**src/shared/cco_pkg.sv**
```systemverilog
package cco_pkg;

    // ****************************************************
    // register map (byte addresses)
    // ****************************************************
    localparam int ADDR_W = 8;
    localparam logic [7:0] OFS_ATTR0 = 8'h00;
    localparam logic [7:0] OFS_GWB = 8'h40;
    localparam logic [7:0] OFS_GFLUSH = 8'h44;
    localparam logic [7:0] OFS_CONFIG = 8'h48;
    localparam logic [7:0] OFS_LEVEL2_GLOBAL_WRITEBACK_REG_BASE = 8'h50;
    localparam logic [7:0] OFS_LEVEL2_GLOBAL_WRITEBACK_REG_COUNT = 8'h54;
    localparam logic [7:0] OFS_L2FD_BASE = 8'h58;
    localparam logic [7:0] OFS_L2FD_COUNT = 8'h5C;
    localparam logic [7:0] OFS_PBLK_BASE = 8'h60;
    localparam logic [7:0] OFS_PBLK_COUNT = 8'h64;
    localparam logic [7:0] OFS_DBLK_BASE = 8'h68;
    localparam logic [7:0] OFS_DBLK_COUNT = 8'h6C;

    // ****************************************************
    // fields and reset values
    // ****************************************************
    localparam int NUM_RANGES = 16;
    localparam int CACHEABLE_BIT = 0;
    localparam int PEND_BIT = 0;
    localparam int MODE_LSB = 0;
    localparam int MODE_W = 3;
    localparam int PDIS_BIT = 8;
    localparam int DDIS_BIT = 9;
    localparam int COUNT_W = 16;
    localparam logic [MODE_W-1:0] MODE_ALL_SRAM = 3'h0;
    localparam logic [NUM_RANGES-1:0] ATTR_RESET = 16'h0000;

    // ****************************************************
    // external range decode
    // ****************************************************
    localparam logic [31:0] RANGE_BYTES = 32'h0100_0000;
    localparam logic [1:0] GROUP_TAG = 2'h2;
    localparam logic [1:0] GROUP_SUB = 2'h0;

    // ****************************************************
    // operation effects on the cache arrays
    // ****************************************************
    localparam int EFF_W = 7;
    localparam int EFF_L1P_INV = 0;
    localparam int EFF_L1D_WB = 1;
    localparam int EFF_L1D_INV = 2;
    localparam int EFF_L2_WB = 3;
    localparam int EFF_L2_INV = 4;
    localparam int EFF_L2_HELD = 5;
    localparam int EFF_GLOBAL = 6;

    typedef enum logic [2:0] {
        OP_GWB,
        OP_GFLUSH,
        OP_PDIS,
        OP_DDIS,
        OP_BWB,
        OP_BFLUSH,
        OP_PBLK,
        OP_DBLK
    } cco_op_e;

    localparam logic [1:0] RESP_OKAY = 2'h0;
    localparam logic [1:0] RESP_SLVERR = 2'h2;

endpackage

```
**src/hdl/cco_ctrl.sv**
```systemverilog
// Summary of operation
// sixteen attribute registers, each for one 16-Mbyte external range
// all three caches hold a range only while its flag is set
// reset clears every range flag, external memory starts uncached
// on-chip level-2 sram is always cacheable
// setting a flag caches later accesses with no other procedure
// software empties caches of a range before clearing its flag
// global flush-discard pending flag reads 0 once finished
// each block count reads 0 once its operation finished
// with level-2 cache off, software uses data-cache block flush
// a block covers at most 65535 words, about 256 Kbyte
// registers 0-3 from 8000 0000h, 4-7 from 9000 0000h
// registers 8-11 from A000 0000h, 12-15 from B000 0000h
// one cache operation at a time; control writes stall meanwhile
// global writeback keeps level-2 valid, flushes held data lines
// global flush-discard invalidates level 2 and the program cache
// discard-all bits drop a whole level-1 cache, no writeback
// block writeback flushes data lines, keeps level-2 lines valid
// block flush-discard also invalidates level 2 and program cache
// program block discard touches only the program cache
// data block flush-discard hits both level-1 caches, not level 2
// level-2 operations reach level 1 only with level-2 cache on
// base written first; a non-zero count starts the operation
// global pending flag reads 1 until the operation completes
// base writes during an active operation stall until it ends
// addresses outside all ranges are uncached, upper bits decode
// globals stall accesses to their cache; blocks run behind
//
// Decided for this implementation: register access over AXI4-Lite and the register offsets.
module cco_ctrl #(
    parameter logic [31:0] SRAM_BASE = 32'h0000_0000,
    parameter logic [31:0] SRAM_BYTES = 32'h0001_0000
) (
    // clock and reset
    input wire logic ref_clk_in,
    input wire logic resetn_in,
    // axi4-lite write
    input wire logic [cco_pkg::ADDR_W-1:0] awaddr_in,
    input wire logic awvalid_in,
    output logic awready_out,
    input wire logic [31:0] wdata_in,
    input wire logic [3:0] wstrb_in,
    input wire logic wvalid_in,
    output logic wready_out,
    output logic [1:0] bresp_out,
    output logic bvalid_out,
    input wire logic bready_in,
    // axi4-lite read
    input wire logic [cco_pkg::ADDR_W-1:0] araddr_in,
    input wire logic arvalid_in,
    output logic arready_out,
    output logic [31:0] rdata_out,
    output logic [1:0] rresp_out,
    output logic rvalid_out,
    input wire logic rready_in,
    // cacheability lookup
    input wire logic [31:0] lookup_addr_in,
    output logic cacheable_out,
    // command to cache arrays
    output logic cmd_valid_out,
    input wire logic cmd_ready_in,
    output logic [cco_pkg::EFF_W-1:0] cmd_effect_out,
    output logic [31:0] cmd_addr_out,
    output logic [cco_pkg::COUNT_W-1:0] cmd_words_out,
    input wire logic op_done_in,
    // access stalls and mode
    output logic pcache_stall_out,
    output logic dcache_stall_out,
    output logic l2_stall_out,
    output logic [cco_pkg::MODE_W-1:0] l2_mode_out
);

    typedef enum logic [1:0] {
        ST_IDLE,
        ST_ISSUE,
        ST_WAIT
    } cco_fsm_e;

    typedef struct packed {
        logic aw_rdy;
        logic bvalid;
        logic [1:0] bresp;
        logic ar_rdy;
        logic rvalid;
        logic [1:0] rresp;
        logic [31:0] rdata;
        logic [cco_pkg::NUM_RANGES-1:0] attr;
        logic [cco_pkg::MODE_W-1:0] mode;
        logic gwb_pend;
        logic gflush_pend;
        logic pdis_pend;
        logic ddis_pend;
        logic [31:0] blk_base;
        logic [cco_pkg::COUNT_W-1:0] blk_count;
        logic [1:0] blk_sel;
        cco_pkg::cco_op_e op;
        cco_fsm_e fsm;
        logic cmd_valid;
        logic [cco_pkg::EFF_W-1:0] cmd_eff;
        logic pc_stall;
        logic dc_stall;
        logic l2_stall;
        logic cacheable;
    } cco_state_s;

    cco_state_s st;
    cco_state_s next_st;
    logic dec_cacheable;
    logic dec_in_range;
    logic [3:0] dec_index;
    logic busy;
    logic wr_fire;
    logic rd_fire;
    logic finish;

    // ****************************************************
    // helpers
    // ****************************************************
    // read value and hit flag of one register
    function automatic logic [32:0] rd_val(
        input cco_state_s s,
        input logic [cco_pkg::ADDR_W-1:0] a
    );
        logic [31:0] d;
        logic hit;
        d = 32'h0000_0000;
        hit = 1'b1;
        if (a < cco_pkg::OFS_GWB)
            d[cco_pkg::CACHEABLE_BIT] = s.attr[a[5:2]];
        else
        begin
            unique case (a)
                cco_pkg::OFS_GWB: d[cco_pkg::PEND_BIT] = s.gwb_pend;
                cco_pkg::OFS_GFLUSH: d[cco_pkg::PEND_BIT] = s.gflush_pend;
                cco_pkg::OFS_CONFIG:
                begin
                    d[cco_pkg::MODE_LSB +: cco_pkg::MODE_W] = s.mode;
                    d[cco_pkg::PDIS_BIT] = s.pdis_pend;
                    d[cco_pkg::DDIS_BIT] = s.ddis_pend;
                end
                cco_pkg::OFS_LEVEL2_GLOBAL_WRITEBACK_REG_BASE, cco_pkg::OFS_L2FD_BASE,
                cco_pkg::OFS_PBLK_BASE, cco_pkg::OFS_DBLK_BASE:
                    d = s.blk_base;
                cco_pkg::OFS_LEVEL2_GLOBAL_WRITEBACK_REG_COUNT, cco_pkg::OFS_L2FD_COUNT,
                cco_pkg::OFS_PBLK_COUNT, cco_pkg::OFS_DBLK_COUNT:
                    if (s.blk_sel == a[4:3])
                        d[cco_pkg::COUNT_W-1:0] = s.blk_count;
                default: hit = 1'b0;
            endcase
        end
        return {hit, d};
    endfunction

    // effect mask of an operation, given level-2 cache enabled
    function automatic logic [cco_pkg::EFF_W-1:0] effects(
        input cco_pkg::cco_op_e op,
        input logic l2en
    );
        logic [cco_pkg::EFF_W-1:0] e;
        e = '0;
        unique case (op)
            // level-2 writeback, held data lines flushed
            cco_pkg::OP_GWB:
                e = l2en ? 7'h6E : 7'h00;
            // adds level-2 and whole program cache invalidate
            cco_pkg::OP_GFLUSH:
                e = l2en ? 7'h7F : 7'h00;
            // whole level-1 discard, no writeback
            cco_pkg::OP_PDIS: e = 7'h41;
            cco_pkg::OP_DDIS: e = 7'h44;
            // block writeback keeps level-2 lines valid
            cco_pkg::OP_BWB: e = l2en ? 7'h2E : 7'h00;
            // block flush-discard also invalidates program lines
            cco_pkg::OP_BFLUSH: e = l2en ? 7'h3F : 7'h00;
            // program cache only
            cco_pkg::OP_PBLK: e = 7'h01;
            // both level-1 caches, level 2 untouched
            cco_pkg::OP_DBLK: e = 7'h07;
        endcase
        return e;
    endfunction

    // ****************************************************
    // range decode
    // ****************************************************
    cco_range_decode #(
        .SRAM_BASE(SRAM_BASE),
        .SRAM_BYTES(SRAM_BYTES)
    ) u_decode (
        .addr_in(lookup_addr_in),
        .attr_in(st.attr),
        .in_range_out(dec_in_range),
        .index_out(dec_index),
        .cacheable_out(dec_cacheable)
    );

    assign busy = (st.fsm != ST_IDLE);
    assign wr_fire = awvalid_in && st.aw_rdy;
    assign rd_fire = arvalid_in && st.ar_rdy;
    assign finish = (st.fsm == ST_WAIT) && op_done_in;

    // ****************************************************
    // next state
    // ****************************************************
    always_comb
    begin
        logic [32:0] rv;
        logic [31:0] m;
        logic [31:0] wv;
        logic start;
        logic l2en;
        cco_pkg::cco_op_e kind;
        next_st = st;
        rv = rd_val(st, awaddr_in);
        m = {{8{wstrb_in[3]}}, {8{wstrb_in[2]}},
            {8{wstrb_in[1]}}, {8{wstrb_in[0]}}};
        wv = (rv[31:0] & ~m) | (wdata_in & m);
        start = 1'b0;
        kind = cco_pkg::OP_GWB;
        l2en = (st.mode != cco_pkg::MODE_ALL_SRAM);
        next_st.cacheable = dec_cacheable;
        next_st.aw_rdy = 1'b0;
        next_st.ar_rdy = 1'b0;
        if (st.bvalid && bready_in)
            next_st.bvalid = 1'b0;
        if (st.rvalid && rready_in)
            next_st.rvalid = 1'b0;
        // control writes wait while an operation runs
        // base writes included
        if (!st.aw_rdy && !st.bvalid && awvalid_in && wvalid_in
            && !(busy && awaddr_in >= cco_pkg::OFS_GWB))
            next_st.aw_rdy = 1'b1;
        if (wr_fire)
        begin
            next_st.bvalid = 1'b1;
            next_st.bresp = rv[32] ? cco_pkg::RESP_OKAY
                : cco_pkg::RESP_SLVERR;
            // one flag per 16-Mbyte range
            // takes effect on the next lookup
            if (awaddr_in < cco_pkg::OFS_GWB)
                next_st.attr[awaddr_in[5:2]] = wv[cco_pkg::CACHEABLE_BIT];
            else
            begin
                unique case (awaddr_in)
                    cco_pkg::OFS_GWB:
                    begin
                        start = wv[cco_pkg::PEND_BIT];
                        kind = cco_pkg::OP_GWB;
                    end
                    cco_pkg::OFS_GFLUSH:
                    begin
                        start = wv[cco_pkg::PEND_BIT];
                        kind = cco_pkg::OP_GFLUSH;
                    end
                    cco_pkg::OFS_CONFIG:
                    begin
                        next_st.mode = wv[cco_pkg::MODE_LSB +: cco_pkg::MODE_W];
                        start = wv[cco_pkg::PDIS_BIT] || wv[cco_pkg::DDIS_BIT];
                        kind = wv[cco_pkg::PDIS_BIT] ? cco_pkg::OP_PDIS
                            : cco_pkg::OP_DDIS;
                    end
                    cco_pkg::OFS_LEVEL2_GLOBAL_WRITEBACK_REG_BASE, cco_pkg::OFS_L2FD_BASE,
                    cco_pkg::OFS_PBLK_BASE, cco_pkg::OFS_DBLK_BASE:
                        next_st.blk_base = {wv[31:2], 2'h0};
                    // non-zero count starts the block
                    // count is 16 bits wide
                    cco_pkg::OFS_LEVEL2_GLOBAL_WRITEBACK_REG_COUNT, cco_pkg::OFS_L2FD_COUNT,
                    cco_pkg::OFS_PBLK_COUNT, cco_pkg::OFS_DBLK_COUNT:
                    begin
                        start = (wv[cco_pkg::COUNT_W-1:0] != '0);
                        // count offsets 54h/5Ch/64h/6Ch map to ops 4..7
                        kind = cco_pkg::cco_op_e'({1'b1, ~awaddr_in[4],
                            awaddr_in[3]});
                        next_st.blk_count = wv[cco_pkg::COUNT_W-1:0];
                        next_st.blk_sel = awaddr_in[4:3];
                    end
                    default: ;
                endcase
            end
        end
        // level-2 operations do nothing in all-sram mode
        if (start && effects(kind, l2en) != '0)
        begin
            next_st.op = kind;
            next_st.fsm = ST_ISSUE;
            next_st.cmd_valid = 1'b1;
            next_st.cmd_eff = effects(kind, l2en);
            next_st.gwb_pend = (kind == cco_pkg::OP_GWB);
            next_st.gflush_pend = (kind == cco_pkg::OP_GFLUSH);
            next_st.pdis_pend = (kind == cco_pkg::OP_PDIS);
            next_st.ddis_pend = (kind == cco_pkg::OP_DDIS);
            // only globals stall their cache
            if (next_st.cmd_eff[cco_pkg::EFF_GLOBAL])
            begin
                next_st.pc_stall = next_st.cmd_eff[cco_pkg::EFF_L1P_INV];
                next_st.dc_stall = next_st.cmd_eff[cco_pkg::EFF_L1D_INV];
                next_st.l2_stall = next_st.cmd_eff[cco_pkg::EFF_L2_WB];
            end
        end
        else if (start)
            next_st.blk_count = '0;
        unique case (st.fsm)
            ST_IDLE: ;
            ST_ISSUE:
                if (cmd_ready_in)
                begin
                    next_st.cmd_valid = 1'b0;
                    next_st.fsm = ST_WAIT;
                end
            ST_WAIT:
                if (op_done_in)
                begin
                    next_st.fsm = ST_IDLE;
                    // pending flags drop at completion
                    next_st.gwb_pend = 1'b0;
                    next_st.gflush_pend = 1'b0;
                    next_st.pdis_pend = 1'b0;
                    next_st.ddis_pend = 1'b0;
                    // count reads zero when done
                    next_st.blk_count = '0;
                    next_st.pc_stall = 1'b0;
                    next_st.dc_stall = 1'b0;
                    next_st.l2_stall = 1'b0;
                end
        endcase
        if (!st.ar_rdy && !st.rvalid && arvalid_in)
            next_st.ar_rdy = 1'b1;
        if (rd_fire)
        begin
            rv = rd_val(st, araddr_in);
            next_st.rvalid = 1'b1;
            next_st.rdata = rv[31:0];
            next_st.rresp = rv[32] ? cco_pkg::RESP_OKAY
                : cco_pkg::RESP_SLVERR;
        end
    end

    // ****************************************************
    // state register
    // ****************************************************
    always_ff @(posedge ref_clk_in or negedge resetn_in)
    begin
        if (!resetn_in)
        begin
            st <= '0;
            // all ranges uncached
            st.attr <= cco_pkg::ATTR_RESET;
            st.mode <= cco_pkg::MODE_ALL_SRAM;
            st.fsm <= ST_IDLE;
            st.op <= cco_pkg::OP_GWB;
        end
        else
            st <= next_st;
    end

    assign awready_out = st.aw_rdy;
    assign wready_out = st.aw_rdy;
    assign bvalid_out = st.bvalid;
    assign bresp_out = st.bresp;
    assign arready_out = st.ar_rdy;
    assign rvalid_out = st.rvalid;
    assign rdata_out = st.rdata;
    assign rresp_out = st.rresp;
    assign cacheable_out = st.cacheable;
    assign cmd_valid_out = st.cmd_valid;
    assign cmd_effect_out = st.cmd_eff;
    assign cmd_addr_out = st.blk_base;
    assign cmd_words_out = st.blk_count;
    assign pcache_stall_out = st.pc_stall;
    assign dcache_stall_out = st.dc_stall;
    assign l2_stall_out = st.l2_stall;
    assign l2_mode_out = st.mode;
endmodule

```
**src/hdl/cco_range_decode.sv**
```systemverilog
module cco_range_decode #(
    parameter logic [31:0] SRAM_BASE = 32'h0000_0000,
    parameter logic [31:0] SRAM_BYTES = 32'h0001_0000
) (
    // lookup
    input wire logic [31:0] addr_in,
    input wire logic [cco_pkg::NUM_RANGES-1:0] attr_in,
    // answer
    output logic in_range_out,
    output logic [3:0] index_out,
    output logic cacheable_out
);

    logic in_sram;

    // ****************************************************
    // range select from upper address bits
    // ****************************************************
    always_comb
    begin
        // four ranges above each 8, 9, A, B nibble
        // index from nibble and sub-range bits
        index_out = {addr_in[29:28], addr_in[25:24]};
        // anything outside the sixteen ranges and the on-chip sram is uncached
        in_range_out = (addr_in[31:30] == cco_pkg::GROUP_TAG)
            && (addr_in[27:26] == cco_pkg::GROUP_SUB);
        // on-chip sram always cacheable
        in_sram = (addr_in >= SRAM_BASE)
            && ((addr_in - SRAM_BASE) < SRAM_BYTES);
        // cacheable only while the range flag is set
        cacheable_out = in_sram || (in_range_out && attr_in[index_out]);
    end

endmodule

```
**config.mk**
```make
export PLATFORM = sky130hd
export DESIGN_NAME = cco_ctrl
export DESIGN_NICKNAME = d
export VERILOG_FILES = /design/src/shared/cco_pkg.sv /design/src/hdl/cco_ctrl.sv /design/src/hdl/cco_range_decode.sv
export SDC_FILE = /design/constraint.sdc
export NUM_CORES = 1
export LEC_CHECK = 0
export BUFFER_PORTS_ARGS = -buffer_cell sky130_fd_sc_hd__buf_4
export CORE_MARGIN = 5
export CORE_UTILIZATION = 47
export DETAILED_ROUTE_END_ITERATION = 10
export GPL_ROUTABILITY_DRIVEN = 0
export PLACE_DENSITY = 0.84
export SLEW_MARGIN = 10
export SYNTH_ARGS = -nofsm -noshare
export SYNTH_HDL_FRONTEND = slang
export SYNTH_SLANG_ARGS = --single-unit
```
**constraint.sdc**
```tcl
create_clock -name ref_clk_in -period 2.95 [get_ports ref_clk_in]
set_input_delay 0.1475 -clock ref_clk_in [delete_from_list [all_inputs] [get_ports ref_clk_in]]
set_output_delay 0.1475 -clock ref_clk_in [all_outputs]
set_load 0.01 [all_outputs]
```
==> impl_metrics.csv <==
group,metric,value,unit
setup_path,startpoint_type,"primary input",
synthesis,yosysSeqAreaShare,43.9,%
layout,fill_cells,1176,
setup_path,worst_path_max_delay_cell,"or4b_1",
timing,slew_headroom,47.8,%
power,peakVddDrop,396,uV
synthesis,yosysTopAreaCell,"dfrtp_1",
setup_path,cp_cell_sequence,"buf_4 -> or4b_1 -> or4_1 -> a21oi_1 -> nor3b_1 -> and4b_1 -> o2111a_2 -> nor2_2 -> mux2_2",
setup_path,crit_arrival,2.95,ns
floorplan,io_pins,197,
detailed_routing,num_vias,5843,
cts,cts_resized,0,
timing,fin_ws,0.307,ns
floorplan,num_rows,44,
power,p_leak,4.29,nW
power,power_density,484,nW/um2
place,port_buffers,176,
timing,worst_pin_slew,0.783,ns
cts,insertion_delay,0.43,ns
hold_path,hold-path-endpoint,"cmd_addr_out[14]$_DFFE_PN0P_",
floorplan,die_area,17300,um2
place,dpl.cell_count,970,
hold_path,whs_path_depth,3,
setup_path,setup.worst_path.end_class,"register",
cts,cts_tree,"built",
layout,multi_input_area,3050,um2
setup_path,reg2reg_slack,0.35,ns
power,comb_power_share,10.4,%
synthesis,ys.flop_type,"dfrtp_1",
power,p_sw,1.10,mW
power,clock_power_share,48.8,%
timing,max_freq,0.378,GHz
layout,final_layout_size_suffix_gt1_share,37.7,%
synthesis,synth_compound_area_share,13.3,%
setup_path,r2r_end,"cmd_effect_out[1]$_DFFE_PN0P_",
timing,hold_violations,0,
timing,setup_viol,0,
setup_path,path_max_fanout,5,
layout,regArea,3050,um2
floorplan,initial_core_util,47.8,%
place,pre_cts_ws,-0.0730,ns
power,total_power,4.28,mW
cts,clkSinkCount,122,
detailed_routing,firstDrtPassIters,5,
cts,cts_buffer_depth,2,
hold_path,hp-class,"primary input to register",
power,power.internal,3.18,mW
cts,path_clk_slew,0.06,ns
timing,drv_slew,0,
layout,area_delta_synth_final,27.0,%
floorplan,core_area,14500,um2
detailed_routing,ant_nets,0,
cts,cts_inserted_buffers,17,
setup_path,r2r_start,"st[18]$_DFFE_PN0P_",
setup_path,startpoint,"awaddr_in[7]",
grt,grt_pass1_wl,31200,um
place,dp_hpwl,13800,um
grt,grt_usage,22.2,%
synthesis,synthXorXnorAreaFrac,0.756,%
timing,finalHoldWorstSlack,0.0331,ns
synthesis,synth_mux_area_share,14.0,%
synthesis,async_reset_ff_share,100,%
synthesis,synth-edff-count,0,
setup_path,critical_path_buf_inv_count,1,
synthesis,synth_fa_ha_area_share,0.540,%
layout,nNetsFinal,926,
floorplan,die_w,132,um
synthesis,synth-simple-area-share,14.9,%
synthesis,ys_ff_latch,122,
timing,grt_setup_unrepaired,"false",
synthesis,synth.avg_cell_area,10.0,um2
setup_path,reg2regPathDepth,8,
setup_path,worst_path_largest_cell_delay,0.63,ns
run_status,status,"finished clean",
timing,min_period,2.64,ns
detailed_routing,routed_wirelength,19400,um
synthesis,ys_types,60,
detailed_routing,drt_iter0_markers,551,
synthesis,synth_area_leaders,"dfrtp_1 44%, buf_4 10%, mux2_2 7.6%",
detailed_routing,wl_per_cell,18.8,um
grt,grt_max_degree,62,
setup_path,worstSetupPathType,"primary input to register",
detailed_routing,via_per_inst,5.68,
synthesis,synth_top_area_share,43.9,%
floorplan,die_height,132,um
grt,grt_pass1_vias,5991,
detailed_routing,drcViolationCount,0,
cts,htreeDepth,4,
setup_path,cp_top_family,"simple AND/OR/NAND/NOR gates",
job,maxCapViolCount,0,
timing,finalClockSkew,0.00689,ns
power,seqPwrFrac,40.9,%
synthesis,synth_top_family_by_area,"simple AND/OR/NAND/NOR gates",
synthesis,syn_area,6950,um2
grt,antenna_found_initial,1,
power,sw_frac_of_total,25.6,%
setup_path,worstPathRequired,3.25,ns
layout,stdcell_count,1028,
timing,post-route-period-util,89.6,%
hold_path,min-delay-start,"wdata_in[14]",
grt,grt-ovfl-total,0,
synthesis,yosysWarnings,0,
cts,cts-root-buf,"clkbuf_16",
synthesis,syn-instance-count,695,
## stage by stage
step	util, %	TNS [ns]	instance area (um2)
2_1_floorplan	-	0	6970
4_1_cts	60.8	0	8830
6_report	60.8	0	8830
3_3_place_gp	55.0	-0.0946	7990
5_1_grt	60.8	0	8830
3_5_place_dp	55.0	-0.586	7990
## metal layers
metal  global-route usage, %  wire, um  up-vias
met4                    10.2       677        0
met5                       0         0        -
met3                    7.19      1570       59
met2                    35.1      9290      275
li1                        -         -     2671
met1                    27.6      7820     2838
## worst register-to-register path, stage by stage, from the launching register on
cell and delay, ns:
dfrtp_1 0.42, xnor2_1 0.18, and3_1 0.40, a21oi_1 0.14, o21ai_0 0.18, and4b_1 0.26
o2111a_2 0.30, nor2_2 0.22, mux2_2 0.37
## kinds of logic after synthesis
family	Yosys count
AOI/OAI and AO/OA	139
xor gates and xnor gates	6
adders and majority gates	3
buffers and inverters	135
DFF	122
muxes	79
other	1
and+or+nand+nor	210
## what timing repair did
item | CTS | global route
hold endpoints to repair | 81 | 0
buffers inserted | 0 | 0
hold buffers | 25 | 0
## worst max-delay path by stage
stage,cells past startpoint,to
after global routing,9,cmd_effect_out[1]$_DFFE_PN0P_
after detailed placement,9,cmd_effect_out[1]$_DFFE_PN0P_
after CTS,9,cmd_effect_out[1]$_DFFE_PN0P_
final,9,cmd_effect_out[1]$_DFFE_PN0P_
after floorplan,9,cmd_effect_out[1]$_DFFE_PN0P_
after global placement,9,cmd_effect_out[1]$_DFFE_PN0P_
## cell usage after synthesis (3+ instances only)
master / count
nor2_1: 57
and3_1: 3
xnor2_1: 6
nor2b_1: 19
nor4_1: 9
ha_1: 3
nor3_1: 13
nand3b_1: 3
nor3b_1: 3
buf_4: 95
a41oi_1: 7
mux2_2: 47
or2_2: 5
nand3_1: 15
nand2b_1: 7
clkbuf_1: 26
a222oi_1: 3
a22o_1: 18
or4_1: 3
dfrtp_1: 122
nand2_1: 54
nand4_1: 4
inv_1: 8
or3_1: 5
mux4_2: 10
o21ai_0: 45
buf_2: 6
mux2i_1: 22
a21oi_1: 25
a22oi_1: 15
and2_1: 3
## final cells by class
class | instances | area share (%)
diodes | 1 | 0.0283
flip-flops and latches | 122 | 34.6
repair buffers | 240 | 21.2
inverters | 8 | 0.340
clock inverters | 15 | 1.84
multi-input cells | 441 | 34.6
clock buffers | 17 | 4.82
well taps | 184 | 2.61
## power by group through the flow
stage | registers [mW] | clock network [mW] | logic (mW)
2_1_floorplan | 1.77 | 0 | 0.214
3_3_place_gp | 1.77 | 0 | 0.408
3_5_place_dp | 1.78 | 0 | 0.416
4_1_cts | 1.75 | 2.11 | 0.443
5_1_grt | 1.75 | 2.19 | 0.481
6_report | 1.75 | 2.09 | 0.443
## state kept, by name, summed over array words and instances (netlist names), 3 cells and up
name	flops
l2_mode_out	3
rdata_out	32
cmd_effect_out	6
cmd_addr_out	30
cmd_words_out	16
st	24
## cell usage in the layout (no fill, tap or decap), drive strengths merged, types with 4 or more instances in the layout
master	n
buf	215
dfrtp	122
nor2	58
nand2	54
o21ai	49
mux2	47
a21oi	25
dlygate4sd3	25
mux2i	22
nor2b	19
a22o	18
clkbuf	17
nand3	15
a22oi	15
nor3	14
inv	14
mux4	10
nor4	9
nand2b	7
a41oi	7
xnor2	6
or3	5
or2	5
nand4	4
conb	4
nor3b	4
clkinv	4
(Power assumes the default switching activity.)
